File: config.mk
export PLATFORM = sky130hd
export DESIGN_NAME = supervisor_channel_config_regs
export DESIGN_NICKNAME = d
export VERILOG_FILES = /design/src/hdl/supervisor_cfg_pkg.sv /design/src/hdl/fast_fault_debounce.sv /design/src/hdl/slow_path_lowpass.sv /design/src/hdl/supervisor_channel_config_regs.sv
export SDC_FILE = /design/constraint.sdc
export NUM_CORES = 1
export LEC_CHECK = 0
export ABC_AREA = 1
export BUFFER_PORTS_ARGS = -buffer_cell sky130_fd_sc_hd__buf_2
export CORE_MARGIN = 5
export CORE_UTILIZATION = 55
export CTS_CLUSTER_DIAMETER = 120
export DETAILED_ROUTE_END_ITERATION = 10
export HOLD_SLACK_MARGIN = 0.03
export PLACE_DENSITY = 0.81
export SYNTH_ARGS = -nofsm -noshare
export SYNTH_HDL_FRONTEND = slang
export SYNTH_HIERARCHICAL = 1
export SYNTH_SLANG_ARGS = --single-unit
File: constraint.sdc
create_clock -name clk_sys -period 10.8 [get_ports clk_sys]
set_input_delay 0.54 -clock clk_sys [delete_from_list [all_inputs] [get_ports clk_sys]]
set_output_delay 0.54 -clock clk_sys [all_outputs]
set_load 0.03 [all_outputs]
File: src/hdl/supervisor_cfg_pkg.sv
// Constants, field layouts and types for the channel 7 and 8 supervisor configuration bank.
//
// How it works
// - With 1x scaling a threshold code means 0.2 V plus 5 mV per step.
// - With 4x scaling a threshold code means 0.8 V plus 20 mV per step.
// - The range multiplier input picks which scaling every threshold code uses.
// - Each channel holds fast and slow undervoltage and overvoltage 8-bit thresholds.
// - Overvoltage thresholds leave reset at all ones.
// - Undervoltage thresholds leave reset at zero.
// - A fast fault changes only after its comparator stays stable for the debounce time.
// - Debounce code n gives 0.1 us doubled n times, capped at 102.4 us.
// - Cutoff codes 2 to 6 select 250 Hz, 500 Hz, 1 kHz, 2 kHz, 4 kHz.
// - The cutoff field leaves reset selecting 1 kHz.
// - The cutoff code retunes the slow path low-pass filter corner.
// - The cutoff register resets to 0x14 and its bits 7 to 3 are read-only.
// - Writing one to the self-test bit starts built-in self-test.
// - The manual reset bit asserts the reset output while it is one.
// - The self-test and reset control register resets to 0x02.
// - The reset delay field picks 200 us up to 200 ms; default is 10 ms.
package supervisor_cfg_pkg;

  localparam int unsigned CLK_HZ        = 50_000_000;
  localparam int unsigned CLK_MHZ       = 50;
  localparam int unsigned CLK_PERIOD_NS = 20;

  localparam logic [7:0] ADDR_CH7_FAST_UNDER = 8'h80;
  localparam logic [7:0] ADDR_CH7_FAST_OVER  = 8'h81;
  localparam logic [7:0] ADDR_CH7_SLOW_UNDER = 8'h82;
  localparam logic [7:0] ADDR_CH7_SLOW_OVER  = 8'h83;
  localparam logic [7:0] ADDR_CH7_DEBOUNCE   = 8'h84;
  localparam logic [7:0] ADDR_CH7_CUTOFF     = 8'h85;
  localparam logic [7:0] ADDR_CH8_FAST_UNDER = 8'h90;
  localparam logic [7:0] ADDR_CH8_FAST_OVER  = 8'h91;
  localparam logic [7:0] ADDR_CH8_SLOW_UNDER = 8'h92;
  localparam logic [7:0] ADDR_CH8_SLOW_OVER  = 8'h93;
  localparam logic [7:0] ADDR_CH8_DEBOUNCE   = 8'h94;
  localparam logic [7:0] ADDR_CH8_CUTOFF     = 8'h95;
  localparam logic [7:0] ADDR_CONTROL        = 8'h9F;

  localparam logic [7:0] UNDER_RESET    = 8'h00;
  localparam logic [7:0] OVER_RESET     = 8'hFF;
  localparam logic [7:0] DEBOUNCE_RESET = 8'h00;
  localparam logic [7:0] CUTOFF_RESET   = 8'h14;
  localparam logic [7:0] CONTROL_RESET  = 8'h02;
  localparam logic [7:0] CUTOFF_WMASK   = 8'h07;
  localparam logic [7:0] CONTROL_WMASK  = 8'hE7;
  localparam logic [7:0] UNMAPPED_READ  = 8'h00;

  localparam int unsigned DEB_OVER_LSB  = 4;
  localparam int unsigned DEB_UNDER_LSB = 0;
  localparam int unsigned CTRL_SELFTEST = 7;
  localparam int unsigned CTRL_MANRST   = 5;
  localparam int unsigned CTRL_DELAY_LSB = 0;

  localparam int unsigned  MV_W         = 13;
  localparam logic [12:0]  BASE_1X_MV   = 13'h00C8;
  localparam logic [12:0]  STEP_1X_MV   = 13'h0005;
  localparam logic [12:0]  BASE_4X_MV   = 13'h0320;
  localparam logic [12:0]  STEP_4X_MV   = 13'h0014;

  localparam int unsigned DEB_BASE_NS       = 100;
  localparam int unsigned DEB_BASE_CYCLES   = (DEB_BASE_NS + CLK_PERIOD_NS - 1) / CLK_PERIOD_NS;
  localparam logic [3:0]  DEB_CODE_CAP      = 4'hA;
  localparam int unsigned DEB_LONGEST_CYCLES = DEB_BASE_CYCLES << DEB_CODE_CAP;
  localparam int unsigned DEB_CNT_W         = 13;

  localparam logic [2:0] CUT_250HZ = 3'h2;
  localparam logic [2:0] CUT_1KHZ  = 3'h4;
  localparam logic [2:0] CUT_4KHZ  = 3'h6;
  localparam logic [2:0] LPF_SHIFT_BASE = 3'h0;
  localparam int unsigned LPF_FRAC     = 8;
  localparam int unsigned LPF_RATE_HZ  = 100_531;
  localparam int unsigned LPF_TICK_CYCLES = CLK_HZ / LPF_RATE_HZ;
  localparam int unsigned TICK_W       = 9;

  localparam int unsigned RST_DELAY_US [8] = '{200, 1000, 10000, 16000, 20000, 70000, 100000, 200000};
  localparam int unsigned RST_DELAY_CYCLES [8] = '{RST_DELAY_US[0] * CLK_MHZ, RST_DELAY_US[1] * CLK_MHZ,
    RST_DELAY_US[2] * CLK_MHZ, RST_DELAY_US[3] * CLK_MHZ, RST_DELAY_US[4] * CLK_MHZ,
    RST_DELAY_US[5] * CLK_MHZ, RST_DELAY_US[6] * CLK_MHZ, RST_DELAY_US[7] * CLK_MHZ};
  localparam int unsigned RST_CNT_W = 24;

  typedef enum logic [2:0] {
    SEL_FAST_UNDER = 3'h0,
    SEL_FAST_OVER  = 3'h1,
    SEL_SLOW_UNDER = 3'h2,
    SEL_SLOW_OVER  = 3'h3,
    SEL_DEBOUNCE   = 3'h4,
    SEL_CUTOFF     = 3'h5,
    SEL_CONTROL    = 3'h6
  } reg_sel_t;

  typedef struct packed {
    logic     hit;
    logic     ch;
    reg_sel_t sel;
  } reg_slot_t;

  typedef enum logic [2:0] {
    RST_IDLE  = 3'h1,
    RST_HELD  = 3'h2,
    RST_DELAY = 3'h4
  } rst_state_t;

endpackage : supervisor_cfg_pkg

File: src/hdl/fast_fault_debounce.sv
// Debounce filter that passes a comparator level only after it holds for the programmed time.
module fast_fault_debounce
  import supervisor_cfg_pkg::*;
#(
  parameter int unsigned UNIT_CYCLES = DEB_BASE_CYCLES
)
(
  // Clock and reset
  input  wire logic       clk_sys,
  input  wire logic       arst_n,
  // Comparator and setting
  input  wire logic       raw,
  input  wire logic [3:0] code,
  // Debounced fault
  output logic            filtered
);

  typedef struct packed {
    logic                 level;
    logic [DEB_CNT_W-1:0] count;
  } deb_state_t;

  deb_state_t           st;
  deb_state_t           next_st;
  logic [DEB_CNT_W-1:0] target;

  // Codes above the cap all give the longest time, so software cannot overflow the counter.
  function automatic logic [DEB_CNT_W-1:0] hold_cycles(input logic [3:0] c);
    logic [3:0] s;
    s = (c > DEB_CODE_CAP) ? DEB_CODE_CAP : c;
    return DEB_CNT_W'(UNIT_CYCLES << s);
  endfunction : hold_cycles

  assign target   = hold_cycles(code);
  assign filtered = st.level;

  always_comb
  begin
    next_st = st;
    if (raw == st.level)
    begin
      next_st.count = '0;
    end
    else if (st.count >= target - DEB_CNT_W'(1))
    begin
      next_st.level = raw;
      next_st.count = '0;
    end
    else
    begin
      next_st.count = st.count + DEB_CNT_W'(1);
    end
  end

  always_ff @(posedge clk_sys or negedge arst_n)
  begin
    if (!arst_n)
    begin
      st <= '0;
    end
    else
    begin
      st <= next_st;
    end
  end

  // A shortened debounce time ends a longer count at once, so the edge after a code change is left out.
  debounce_hold_a: assert property (@(posedge clk_sys) disable iff (!arst_n)
    $changed(st.level) && $past(target) == $past(target, 2) |-> $past(st.count) == $past(target) - DEB_CNT_W'(1))
    else $error("Fault level changed before the debounce time ran out.");

  debounce_reset_a: assert property (@(posedge clk_sys) disable iff (!arst_n)
    (raw == st.level) |=> (st.count == '0) && $stable(st.level))
    else $error("Debounce count not cleared when the comparator matched.");

endmodule : fast_fault_debounce

File: src/hdl/slow_path_lowpass.sv
// First-order low-pass filter whose corner follows the slow path cutoff code.
module slow_path_lowpass
  import supervisor_cfg_pkg::*;
(
  // Clock and reset
  input  wire logic            clk_sys,
  input  wire logic            arst_n,
  // Sample stream
  input  wire logic            tick,
  input  wire logic [MV_W-1:0] sample,
  input  wire logic [2:0]      cutoff,
  // Filtered level
  output logic      [MV_W-1:0] level
);

  localparam int unsigned ACC_W = MV_W + LPF_FRAC;

  typedef struct packed {
    logic [ACC_W-1:0] acc;
  } lpf_state_t;

  lpf_state_t              st;
  lpf_state_t              next_st;
  logic [2:0]              code;
  logic [2:0]              shift;
  logic signed [ACC_W:0]   diff;
  logic signed [ACC_W:0]   step;

  // Doubling the corner lowers the shift by one, so one update rate covers every corner.
  // An invalid code falls back to the reset corner rather than leaving the filter untuned.
  assign code  = (cutoff < CUT_250HZ || cutoff > CUT_4KHZ) ? CUT_1KHZ : cutoff;
  assign shift = 3'(LPF_SHIFT_BASE - code);
  assign diff  = $signed({1'b0, sample, LPF_FRAC'(0)}) - $signed({1'b0, st.acc});
  assign step  = diff >>> shift;
  assign level = st.acc[ACC_W-1:LPF_FRAC];

  always_comb
  begin
    next_st = st;
    if (tick)
    begin
      next_st.acc = ACC_W'($signed({1'b0, st.acc}) + step);
    end
  end

  always_ff @(posedge clk_sys or negedge arst_n)
  begin
    if (!arst_n)
    begin
      st <= '0;
    end
    else
    begin
      st <= next_st;
    end
  end

  lowpass_idle_a: assert property (@(posedge clk_sys) disable iff (!arst_n)
    !tick |=> $stable(st.acc))
    else $error("Slow path filter moved without an update tick.");

endmodule : slow_path_lowpass

File: src/hdl/supervisor_channel_config_regs.sv
// Register bank, threshold comparators and reset control for supervisor channels 7 and 8.
module supervisor_channel_config_regs
  import supervisor_cfg_pkg::*;
#(
  parameter int unsigned DEBOUNCE_LONGEST_CYCLES = DEB_LONGEST_CYCLES,
  parameter int unsigned RESET_DELAY_CYCLES [8]  = RST_DELAY_CYCLES
)
(
  // Clock and reset
  input  wire logic                 clk_sys,
  input  wire logic                 arst_n,
  // Register port
  input  wire logic                 reg_write,
  input  wire logic                 reg_read,
  input  wire logic [7:0]           reg_addr,
  input  wire logic [7:0]           reg_wdata,
  output logic      [7:0]           reg_rdata,
  // Scaling, one bit per channel, high for 4x
  input  wire logic [1:0]           range_multiplier,
  // Measured voltages in millivolts
  input  wire logic [1:0][MV_W-1:0] fast_sample_mv,
  input  wire logic [1:0][MV_W-1:0] slow_sample_mv,
  // Faults
  output logic      [1:0]           fast_over_fault,
  output logic      [1:0]           fast_under_fault,
  output logic      [1:0]           slow_over_fault,
  output logic      [1:0]           slow_under_fault,
  // Analog filter setting and system control
  output logic      [1:0][2:0]      slow_cutoff_code,
  output logic                      selftest_start,
  output logic                      reset_out_n
);

  typedef struct packed {
    logic [1:0][7:0]       fast_under;
    logic [1:0][7:0]       fast_over;
    logic [1:0][7:0]       slow_under;
    logic [1:0][7:0]       slow_over;
    logic [1:0][7:0]       debounce;
    logic [1:0][7:0]       cutoff;
    logic [7:0]            control;
    logic [7:0]            rdata;
    logic [1:0]            fast_over_raw;
    logic [1:0]            fast_under_raw;
    logic [1:0]            slow_over_flag;
    logic [1:0]            slow_under_flag;
    logic [1:0][2:0]       cutoff_out;
    logic                  selftest_pulse;
    rst_state_t            rst_state;
    logic                  rst_out_n;
    logic [RST_CNT_W-1:0]  delay_cnt;
    logic [TICK_W-1:0]     tick_cnt;
    logic                  lpf_tick;
  } bank_state_t;

  bank_state_t          st;
  bank_state_t          next_st;
  reg_slot_t            wr_slot;
  reg_slot_t            rd_slot;
  logic [1:0][MV_W-1:0] slow_level;
  logic [1:0]           fast_over_db;
  logic [1:0]           fast_under_db;

  function automatic reg_slot_t decode(input logic [7:0] a);
    reg_slot_t s;
    s = '{hit: 1'b1, ch: 1'b0, sel: SEL_CONTROL};
    case (a)
      ADDR_CH7_FAST_UNDER: s = '{hit: 1'b1, ch: 1'b0, sel: SEL_FAST_UNDER};
      ADDR_CH7_FAST_OVER:  s = '{hit: 1'b1, ch: 1'b0, sel: SEL_FAST_OVER};
      ADDR_CH7_SLOW_UNDER: s = '{hit: 1'b1, ch: 1'b0, sel: SEL_SLOW_UNDER};
      ADDR_CH7_SLOW_OVER:  s = '{hit: 1'b1, ch: 1'b0, sel: SEL_SLOW_OVER};
      ADDR_CH7_DEBOUNCE:   s = '{hit: 1'b1, ch: 1'b0, sel: SEL_DEBOUNCE};
      ADDR_CH7_CUTOFF:     s = '{hit: 1'b1, ch: 1'b0, sel: SEL_CUTOFF};
      ADDR_CH8_FAST_UNDER: s = '{hit: 1'b1, ch: 1'b1, sel: SEL_FAST_UNDER};
      ADDR_CH8_FAST_OVER:  s = '{hit: 1'b1, ch: 1'b1, sel: SEL_FAST_OVER};
      ADDR_CH8_SLOW_UNDER: s = '{hit: 1'b1, ch: 1'b1, sel: SEL_SLOW_UNDER};
      ADDR_CH8_SLOW_OVER:  s = '{hit: 1'b1, ch: 1'b1, sel: SEL_SLOW_OVER};
      ADDR_CH8_DEBOUNCE:   s = '{hit: 1'b1, ch: 1'b1, sel: SEL_DEBOUNCE};
      ADDR_CH8_CUTOFF:     s = '{hit: 1'b1, ch: 1'b1, sel: SEL_CUTOFF};
      ADDR_CONTROL:        s = '{hit: 1'b1, ch: 1'b0, sel: SEL_CONTROL};
      default:             s = '{hit: 1'b0, ch: 1'b0, sel: SEL_CONTROL};
    endcase
    return s;
  endfunction : decode

  // The code widens before the multiply so the top code in 4x scaling does not wrap.
  function automatic logic [MV_W-1:0] limit_mv(input logic [7:0] code, input logic mult);
    logic [MV_W-1:0] wide;
    wide = MV_W'(code);
    if (mult)
    begin
      return MV_W'(BASE_4X_MV + wide * STEP_4X_MV);
    end
    return MV_W'(BASE_1X_MV + wide * STEP_1X_MV);
  endfunction : limit_mv

  assign wr_slot = decode(reg_addr);
  assign rd_slot = decode(reg_addr);

  always_comb
  begin
    next_st                = st;
    next_st.selftest_pulse = 1'b0;
    next_st.lpf_tick       = 1'b0;

    if (reg_write && wr_slot.hit)
    begin
      case (wr_slot.sel)
        SEL_FAST_UNDER: next_st.fast_under[wr_slot.ch] = reg_wdata;
        SEL_FAST_OVER:  next_st.fast_over[wr_slot.ch]  = reg_wdata;
        SEL_SLOW_UNDER: next_st.slow_under[wr_slot.ch] = reg_wdata;
        SEL_SLOW_OVER:  next_st.slow_over[wr_slot.ch]  = reg_wdata;
        SEL_DEBOUNCE:   next_st.debounce[wr_slot.ch]   = reg_wdata;
        SEL_CUTOFF:
        begin
          next_st.cutoff[wr_slot.ch] = (st.cutoff[wr_slot.ch] & ~CUTOFF_WMASK) | (reg_wdata & CUTOFF_WMASK);
        end
        SEL_CONTROL:
        begin
          next_st.control        = (st.control & ~CONTROL_WMASK) | (reg_wdata & CONTROL_WMASK);
          next_st.selftest_pulse = reg_wdata[CTRL_SELFTEST];
        end
        default:        next_st.control = st.control;
      endcase
    end

    if (reg_read)
    begin
      next_st.rdata = UNMAPPED_READ;
      if (rd_slot.hit)
      begin
        case (rd_slot.sel)
          SEL_FAST_UNDER: next_st.rdata = st.fast_under[rd_slot.ch];
          SEL_FAST_OVER:  next_st.rdata = st.fast_over[rd_slot.ch];
          SEL_SLOW_UNDER: next_st.rdata = st.slow_under[rd_slot.ch];
          SEL_SLOW_OVER:  next_st.rdata = st.slow_over[rd_slot.ch];
          SEL_DEBOUNCE:   next_st.rdata = st.debounce[rd_slot.ch];
          SEL_CUTOFF:     next_st.rdata = st.cutoff[rd_slot.ch];
          SEL_CONTROL:    next_st.rdata = st.control;
          default:        next_st.rdata = UNMAPPED_READ;
        endcase
      end
    end

    for (int c = 0; c < 2; c++)
    begin
      next_st.fast_over_raw[c]   = fast_sample_mv[c] > limit_mv(st.fast_over[c], range_multiplier[c]);
      next_st.fast_under_raw[c]  = fast_sample_mv[c] < limit_mv(st.fast_under[c], range_multiplier[c]);
      next_st.slow_over_flag[c]  = slow_level[c] > limit_mv(st.slow_over[c], range_multiplier[c]);
      next_st.slow_under_flag[c] = slow_level[c] < limit_mv(st.slow_under[c], range_multiplier[c]);
      next_st.cutoff_out[c]      = st.cutoff[c][2:0];
    end

    if (st.tick_cnt == TICK_W'(LPF_TICK_CYCLES - 1))
    begin
      next_st.tick_cnt = '0;
      next_st.lpf_tick = 1'b1;
    end
    else
    begin
      next_st.tick_cnt = st.tick_cnt + TICK_W'(1);
    end

    // The delay restarts if manual reset is set again, so the output never releases early.
    case (st.rst_state)
      RST_IDLE:
      begin
        if (st.control[CTRL_MANRST])
        begin
          next_st.rst_state = RST_HELD;
        end
      end
      RST_HELD:
      begin
        if (!st.control[CTRL_MANRST])
        begin
          next_st.rst_state = RST_DELAY;
          next_st.delay_cnt = RST_CNT_W'(RESET_DELAY_CYCLES[st.control[CTRL_DELAY_LSB +: 3]] - 1);
        end
      end
      RST_DELAY:
      begin
        if (st.control[CTRL_MANRST])
        begin
          next_st.rst_state = RST_HELD;
        end
        else if (st.delay_cnt == '0)
        begin
          next_st.rst_state = RST_IDLE;
        end
        else
        begin
          next_st.delay_cnt = st.delay_cnt - RST_CNT_W'(1);
        end
      end
      default:
      begin
        next_st.rst_state = RST_IDLE;
      end
    endcase
    next_st.rst_out_n = (next_st.rst_state == RST_IDLE);
  end

  always_ff @(posedge clk_sys or negedge arst_n)
  begin
    if (!arst_n)
    begin
      st            <= '0;
      st.fast_under <= {2{UNDER_RESET}};
      st.slow_under <= {2{UNDER_RESET}};
      st.fast_over  <= {2{OVER_RESET}};
      st.slow_over  <= {2{OVER_RESET}};
      st.debounce   <= {2{DEBOUNCE_RESET}};
      st.cutoff     <= {2{CUTOFF_RESET}};
      st.cutoff_out <= {2{CUTOFF_RESET[2:0]}};
      st.control    <= CONTROL_RESET;
      st.rst_state  <= RST_IDLE;
      st.rst_out_n  <= 1'b1;
    end
    else
    begin
      st <= next_st;
    end
  end

  for (genvar c = 0; c < 2; c++)
  begin : g_chan
    fast_fault_debounce #(
      .UNIT_CYCLES (DEBOUNCE_LONGEST_CYCLES >> DEB_CODE_CAP)
    ) u_over_deb (
      .clk_sys  (clk_sys),
      .arst_n   (arst_n),
      .raw      (st.fast_over_raw[c]),
      .code     (st.debounce[c][DEB_OVER_LSB +: 4]),
      .filtered (fast_over_db[c])
    );
    fast_fault_debounce #(
      .UNIT_CYCLES (DEBOUNCE_LONGEST_CYCLES >> DEB_CODE_CAP)
    ) u_under_deb (
      .clk_sys  (clk_sys),
      .arst_n   (arst_n),
      .raw      (st.fast_under_raw[c]),
      .code     (st.debounce[c][DEB_UNDER_LSB +: 4]),
      .filtered (fast_under_db[c])
    );
    slow_path_lowpass u_lowpass (
      .clk_sys (clk_sys),
      .arst_n  (arst_n),
      .tick    (st.lpf_tick),
      .sample  (slow_sample_mv[c]),
      .cutoff  (st.cutoff[c][2:0]),
      .level   (slow_level[c])
    );
  end

  assign reg_rdata        = st.rdata;
  assign fast_over_fault  = fast_over_db;
  assign fast_under_fault = fast_under_db;
  assign slow_over_fault  = st.slow_over_flag;
  assign slow_under_fault = st.slow_under_flag;
  assign slow_cutoff_code = st.cutoff_out;
  assign selftest_start   = st.selftest_pulse;
  assign reset_out_n      = st.rst_out_n;

  over_reset_a: assert property (@(posedge clk_sys) $rose(arst_n) |->
    st.fast_over == {2{OVER_RESET}} && st.slow_over == {2{OVER_RESET}})
    else $error("Overvoltage limits did not leave reset at all ones.");

  under_reset_a: assert property (@(posedge clk_sys) $rose(arst_n) |->
    st.fast_under == {2{UNDER_RESET}} && st.slow_under == {2{UNDER_RESET}})
    else $error("Undervoltage limits did not leave reset at zero.");

  control_reset_a: assert property (@(posedge clk_sys) $rose(arst_n) |->
    st.control == CONTROL_RESET && st.cutoff == {2{CUTOFF_RESET}})
    else $error("Control or cutoff register has the wrong reset value.");

  cutoff_readonly_a: assert property (@(posedge clk_sys) disable iff (!arst_n)
    reg_read && reg_addr == ADDR_CH8_CUTOFF |=> reg_rdata[7:3] == CUTOFF_RESET[7:3])
    else $error("Read-only cutoff bits changed.");

  selftest_entry_a: assert property (@(posedge clk_sys) disable iff (!arst_n)
    reg_write && reg_addr == ADDR_CONTROL && reg_wdata[CTRL_SELFTEST] |=> selftest_start ##1 !selftest_start)
    else $error("Self-test start was not a single pulse after the write.");

  manual_reset_a: assert property (@(posedge clk_sys) disable iff (!arst_n)
    st.control[CTRL_MANRST] |=> !reset_out_n)
    else $error("Manual reset bit did not assert the reset output.");

  reset_delay_a: assert property (@(posedge clk_sys) disable iff (!arst_n)
    $rose(reset_out_n) |-> $past(st.rst_state) == RST_DELAY && $past(st.delay_cnt) == '0)
    else $error("Reset output released before the delay ran out.");

  fast_limit_a: assert property (@(posedge clk_sys) disable iff (!arst_n)
    !range_multiplier[0] && st.fast_under[0] == UNDER_RESET && fast_sample_mv[0] < BASE_1X_MV
    |=> st.fast_under_raw[0])
    else $error("Sample below the lowest 1x limit was not flagged.");

  slow_compare_a: assert property (@(posedge clk_sys) disable iff (!arst_n)
    !range_multiplier[1] && slow_level[1] <= BASE_1X_MV + MV_W'(st.slow_over[1]) * STEP_1X_MV
    |=> !st.slow_over_flag[1])
    else $error("Slow overvoltage flag set at or below the limit.");

  slow_under_a: assert property (@(posedge clk_sys) disable iff (!arst_n)
    !range_multiplier[1] && slow_level[1] < BASE_1X_MV + MV_W'(st.slow_under[1]) * STEP_1X_MV
    |=> st.slow_under_flag[1])
    else $error("Slow undervoltage flag missed a level below the limit.");

endmodule : supervisor_channel_config_regs

# --- After elaboration in Yosys (flattened, before gate mapping) ---
# Memories as Yosys holds them, arrays and structs flattened.
# Cells that the tools add are included.
op_classes:
  add_sub_neg: 33
  n_mux: 70
  shift: 6
  n_reduce_logical: 19
  n_mul: 16
  n_bitwise: 7
  magnitude_cmp: 23
  eq_ne: 31
op_table:
  columns: ["operator", "n"]
  rows:
  - ["2-to-1 mux 13 bit", 24]
  - ["multiplier 8 x 3 -> 11 bit, second input constant", 16]
  - ["2-to-1 mux 24 bit", 5]
  - ["2-to-1 mux 8 bit", 14]
  - ["adder 10 x 13 -> 13 bit, first input constant", 8]
  - ["equality test 8 bit, second input constant", 13]
  - ["adder 8 x 11 -> 12 bit, first input constant", 8]
  - ["bitwise mux 16 bit", 6]
  - ["one-hot mux 5 bit (13 select lines)", 1]
  - ["one-hot mux 8 bit (7 select lines)", 1]
  - ["adder 13 x 1 -> 13 bit, second input constant", 4]
  - [">= comparator 13 bit", 4]
  - ["> comparator 13 bit", 4]
  - ["< comparator 13 bit", 4]
  - ["<< shifter 3 x 4 -> 13 bit, first input constant", 4]
  - ["subtractor 13 x 1 -> 13 bit, second input constant", 4]
  - ["one-hot mux 24 bit (2 select lines)", 1]
  - ["subtractor 24 x 1 -> 24 bit, second input constant", 2]
  - [">>> shifter 22 x 3 -> 21 bit", 2]
  - ["subtractor 21 x 21 -> 22 bit", 2]
  - ["adder 21 bit", 2]
  - ["logical NOT 24 bit", 1]
  - ["AND reduction 2 bit", 11]
  - ["2-to-1 mux 3 bit", 6]
  - ["28 further kinds", 58]
word_totals:
  wordCells: 242
  inputBits: 74
  mem_count: 1
  out_inout_bits: 24
  regBits: 263
  mem_bits_ro: 256
mem_list:
  columns: ["name", "words", "width", "read_ports", "rd_ports_with_merged_regs", "write_ports", "line", "source"]
  rows:
  - ["(no name shown)", 8, 32, 1, 0, 0, "supervisor_channel_config_regs.sv:178", "next_st.delay_cnt = RST_CNT_W'(RESET_DELAY_CYCLES[st.control[CTRL_DELAY_LSB +: 3]] - 1);"]

# --- Depth between registers and ports, before layout ---
logic_depth:
  depth_word: 7
  mapped_depth: 29

# --- By module ---
# The synthesis kept the hierarchy.
by_module_without_submodules:
  columns: ["module", "area_each_um2", "instances", "cells_each"]
  rows:
  - ["supervisor_channel_config_regs", 17296.6, 1, 2308]
  - ["slow_path_lowpass at g_chan[0].u_lowpass", 3663.5, 1, 589]
  - ["slow_path_lowpass at g_chan[1].u_lowpass", 3613.5, 1, 589]
  - ["fast_fault_debounce at g_chan[1].u_over_deb ...", 1208.7, 2, 167]
  - ["fast_fault_debounce at g_chan[0].u_over_deb ...", 1206.2, 2, 169]

# --- Least setup slack after synthesis ---
# No wires, ideal clock.
synth_timing:
  kind: "register -> register"
  start: "register, netlist name next_st[41]"
  end: "register g_chan[0].u_lowpass/st[14] (netlist bit)"
  period_less_slack_ns: 3.846
  arrival_time_ns: 3.717
  stages_incl_launch_ff: 24
  path_buffers: 3
  setup_slack_ns: 6.954
  cell_sequence: "dfstp_2 -> or2_1 -> nand3_4 -> buf_2 -> ha_1 -> inv_1 -> buf_2 -> buf_2 -> o211ai_1 -> nand3_1 -> o21ai_1 -> ha_1 -> fa_1 -> nand2_1 -> nand2_1 -> nand2_1 -> nand2_1 -> a21boi_2 -> o21ai_1 -> a21oi_1 -> o21bai_1 -> or2_1 -> nand3_1 -> o21ai_1"
synth_between:
  elab_chain_cells: 6
  word_cells_on_any_way: 7
  cone_classes: "add/sub (2); order compare (2); shift (1); mux (1); reduce/logical (1)"
synth_lines:
  columns: ["item", "line", "source"]
  rows:
  - ["< comparator 3 x 2 -> 1 bit / > comparator 3 bit (equally long branches)", "slow_path_lowpass.sv:31", "assign code = (cutoff < CUT_250HZ || cutoff > CUT_4KHZ) ? CUT_1KHZ : cutoff;"]
  - ["logical OR 1 bit", "slow_path_lowpass.sv:31", null]
  - ["2-to-1 mux 3 bit *", "slow_path_lowpass.sv:31", null]
  - ["subtractor 1 x 3 -> 3 bit *", "slow_path_lowpass.sv:32", "assign shift = 3'(LPF_SHIFT_BASE - code);"]
  - [">>> shifter 22 x 3 -> 21 bit *", "slow_path_lowpass.sv:34", "assign step = diff >>> shift;"]
  - ["adder 21 bit *", "slow_path_lowpass.sv:42", "next_st.acc = ACC_W'($signed({1'b0, st.acc}) + step);"]
  - ["end signal: assignment", "slow_path_lowpass.sv:54", "st <= next_st;"]
  - ["end: declaration", "slow_path_lowpass.sv:22", "lpf_state_t st;"]
# Mark *: on every way between the ends. The rest lies on a longest branch, timed or not.
# A chain may end at the register's enable or synchronous reset.

# --- Final worst setup path ---
layout_timing:
  start: "register, netlist name next_st[44]"
  end: "register g_chan[1].u_lowpass/st[14] (netlist bit)"
layout_between:
  elab_chain_cells: 6
  word_cells_on_any_way: 7
  cone_classes: "add/sub (2); order compare (2); shift (1); mux (1); reduce/logical (1)"
layout_lines:
  columns: ["item", "line"]
  rows:
  - ["< comparator 3 x 2 -> 1 bit / > comparator 3 bit (equally long branches)", "slow_path_lowpass.sv:31"]
  - ["logical OR 1 bit", "slow_path_lowpass.sv:31"]
  - ["2-to-1 mux 3 bit *", "slow_path_lowpass.sv:31"]
  - ["subtractor 1 x 3 -> 3 bit *", "slow_path_lowpass.sv:32"]
  - [">>> shifter 22 x 3 -> 21 bit *", "slow_path_lowpass.sv:34"]
  - ["adder 21 bit *", "slow_path_lowpass.sv:42"]
  - ["end signal: assignment", "slow_path_lowpass.sv:54"]
  - ["end: declaration", "slow_path_lowpass.sv:22"]
# Marks and branches as above.

==> qor.yml <==
grt_setup_unrepaired: "no"
grt_pass1_wl_um: 121000
layout.nets: 4680
grt_max_degree: 80
clock_latency_ns: 0.57
die_area_um2: 58200
die_w_um: 241
setup_violations: 0
htreeDepth: 2
fin_area_um2: 31100
vias: 26700
pin_count: 98
synth-compound-area-share_pct: 15.5
post-cts-setup-buffers: 0
drive_gt1_share_pct: 8.83
dpl-instance-area_um2: 29900
worstPathRequired_ns: 11.21
end_kind: "register"
relSlewSlack_pct: 35.6
grt_antenna_before_repair: 3
syn_area_per_cell_um2: 7.07
grt_pass1_vias: 25600
viasPerCell: 5.49
tritoncts_num_sinks: 261
fp-row-count: 84
syn_area_um2: 29400
ant_nets: 0
regArea_um2: 6580
clock.fmax_mhz: 203
io_buffers: 97
async_flop_share_pct: 100
yosysSeqAreaShare_pct: 22.4
hold_class: "in -> reg"
numCtsBuffers: 34
drc: 0
skew_ns: 0.0277
p_int_w: 0.00198
synth_top_family_by_area: "simple AND/OR/NAND/NOR gates"
nFillCells: 4849
fin_tns_setup_ns: 0
path_class: "reg -> reg"
power.switching_w: 0.00102
fin_crit_sh_pct: 45.7
synth_edf_count: 0
wirelength_um: 72100
start_kind: "register"
drt-pass1-iter-count: 5
p_clk_share_pct: 39.1
p_seq_share_pct: 38.1
clockBufferDepth: 3
swShare_pct: 33.9
outcome: "finished, final reports clean"
first_iter_violations: 1608
powerDensity_nw_per_um2: 96.4
leakage_nw: 16.1
yosys.area_share.simple_pct: 27.1
mostFrequentLayoutCells: "nand2_1 (1000), inv_1 (514), ha_1 (418)"
cap_violations: 0
die_h_um: 241
multi_input_area_um2: 19900
core_um2: 52800
grt_usage_pct: 24.6
worstPathArrival_ns: 5.34
timing.final.crit_period_ns: 4.93
synthMuxAreaShare_pct: 0.374
grt_overflow: 0
place_ws_ns: 5.97
cts_root_buf: "clkbuf_16"
dpl.hpwl_um: 56900
avgRoutedWirePerCell_um: 14.8
max_slew.worst_pin.slew_ns: 0.961
synth_cells: 4158
yosys_register_bits: 261
finalHoldViolations: 0
synthAdderAreaFrac_pct: 20.1
clkTransAtPathRegs_ns: 0.06
gp_congestion: 0.976
final_common_cell: "nand2_1"
setup_ws_ns: 5.87
cts_tree: "built"
synthFlopType: "dfrtp_1"
ys_warn_count: 6
area_growth_pct: 5.74
slew_viol_final: 0
ir_drop_mv: 0.0849
pwr-share-comb_pct: 22.7
synth-xor-area-share_pct: 4.68
start_util_pct: 55.7
crit_path_max_fanout: 25
yosysUniqueCellTypes: 63
syn-num-nets: 4684
## per-layer routing
metal / global-route usage (%) / wire length, µm / up-vias / share of wire, %
li1: - / - / 13700 / -
met3: 3.27 / 3550 / 141 / 4.9
met4: 8.29 / 2380 / 2 / 3.3
met2: 43.3 / 34300 / 637 / 48
met1: 31.4 / 31800 / 12200 / 44
met5: 0 / 15 / - / 0.021
## power by group through the flow
| stage | registers, W | logic [W] | clock network, W |
|---|---|---|---|
| global placement | 0.00115 | 0.000660 | 0 |
| CTS | 0.00114 | 0.000682 | 0.00120 |
| detailed placement | 0.00116 | 0.000677 | 0 |
| floorplan | 0.00115 | 0.000520 | 0 |
| finish | 0.00114 | 0.000680 | 0.00117 |
| global route | 0.00115 | 0.000782 | 0.00124 |
## cells in the mapped netlist, types with 41 or more instances
library cell / n / area (µm²)
clkbuf_1: 54 / 203
dfstp_2: 41 / 1080
nor3_1: 59 / 295
xor2_1: 112 / 981
o21ai_1: 115 / 576
nand3_1: 223 / 1120
a21oi_1: 228 / 1140
ha_1: 418 / 5230
dfrtp_1: 220 / 5510
o21ai_0: 268 / 1340
nand2_1: 1000 / 3750
buf_4: 49 / 368
nor2_1: 306 / 1150
inv_1: 514 / 1930
xnor2_1: 45 / 394
nand4_1: 52 / 325
## cell families after synthesis
| family | after synthesis |
|---|---|
| DFF | 261 |
| muxes | 11 |
| and+or+nand+nor | 1791 |
| buffers and inverters | 680 |
| AOI/OAI and AO/OA | 806 |
| adders and majority gates | 452 |
| xor gates and xnor gates | 157 |
## cell type report
class                      instances  share of cell area (%)
multi-input combinational       3217                    64.0
sequential                       261                    21.2
inverter                         533                    6.45
clock buffer                      44                    3.05
tap                              688                    2.77
timing repair buffer             107                    1.84
clock inverter                    17                   0.664
antenna                            1                 0.00805
## worst max-delay path, cell delays in order, from the launching register on
cell and delay [ns]:
dfstp_2 0.57, or2_2 0.14, nand3_4 0.20, ha_1 0.82, clkinv_1 0.59, o21ai_0 0.37, o21ai_0 0.14, ha_1 0.22
fa_1 0.39, nand2_1 0.09, nand2_1 0.05, nand2_1 0.05, nand2_1 0.10, a21boi_1 0.22, o21ai_1 0.15, a21oi_1 0.23
o21bai_1 0.10, or2_1 0.21, nand3_1 0.07, o21ai_1 0.07
## registers in the layout, summed over array words and instances (netlist names), 6 cells and up
name,cells
next_st,6
reg_rdata,8
g_chan.u_over_deb/st,26
st,137
g_chan.u_lowpass/st,42
g_chan.u_under_deb/st,26
slow_cutoff_code,6
## metrics by stage
step / util, % / hold WS [ns] / power, W / cells
2_1_floorplan: - / 0.244 / 0.00167 / 4158
3_3_place_gp: 56.7 / 0.356 / 0.00181 / 4805
3_5_place_dp: 56.7 / 0.358 / 0.00183 / 4805
4_1_cts: 58.9 / 0.203 / 0.00302 / 4867
5_1_grt: 58.9 / 0.248 / 0.00317 / 4868
6_report: 58.9 / 0.236 / 0.00300 / 4868
## path summary, 6_finish.rpt
check,start,endpoint,slack (ns),depth (start not counted)
setup / recovery,next_st[44],g_chan[1].u_lowpass/st[14],5.87,19
hold / removal,reg_read,reg_rdata[4],0.24,3
setup reg to reg,next_st[44],g_chan[1].u_lowpass/st[14],5.87,19
hold reg to reg,st[73],st[73],0.37,0
max in group asynchronous,arst_n,g_chan[0].u_over_deb/st[7],8.80,3
min in group asynchronous,arst_n,g_chan[1].u_lowpass/st[0],0.56,2
## repair_timing
item | 4_1_cts | 5_1_grt
gates resized for setup | 0 | 0
hold buffers | 1 | 0
hold endpoints to repair | 66 | 0
(Power assumes the default switching activity.)
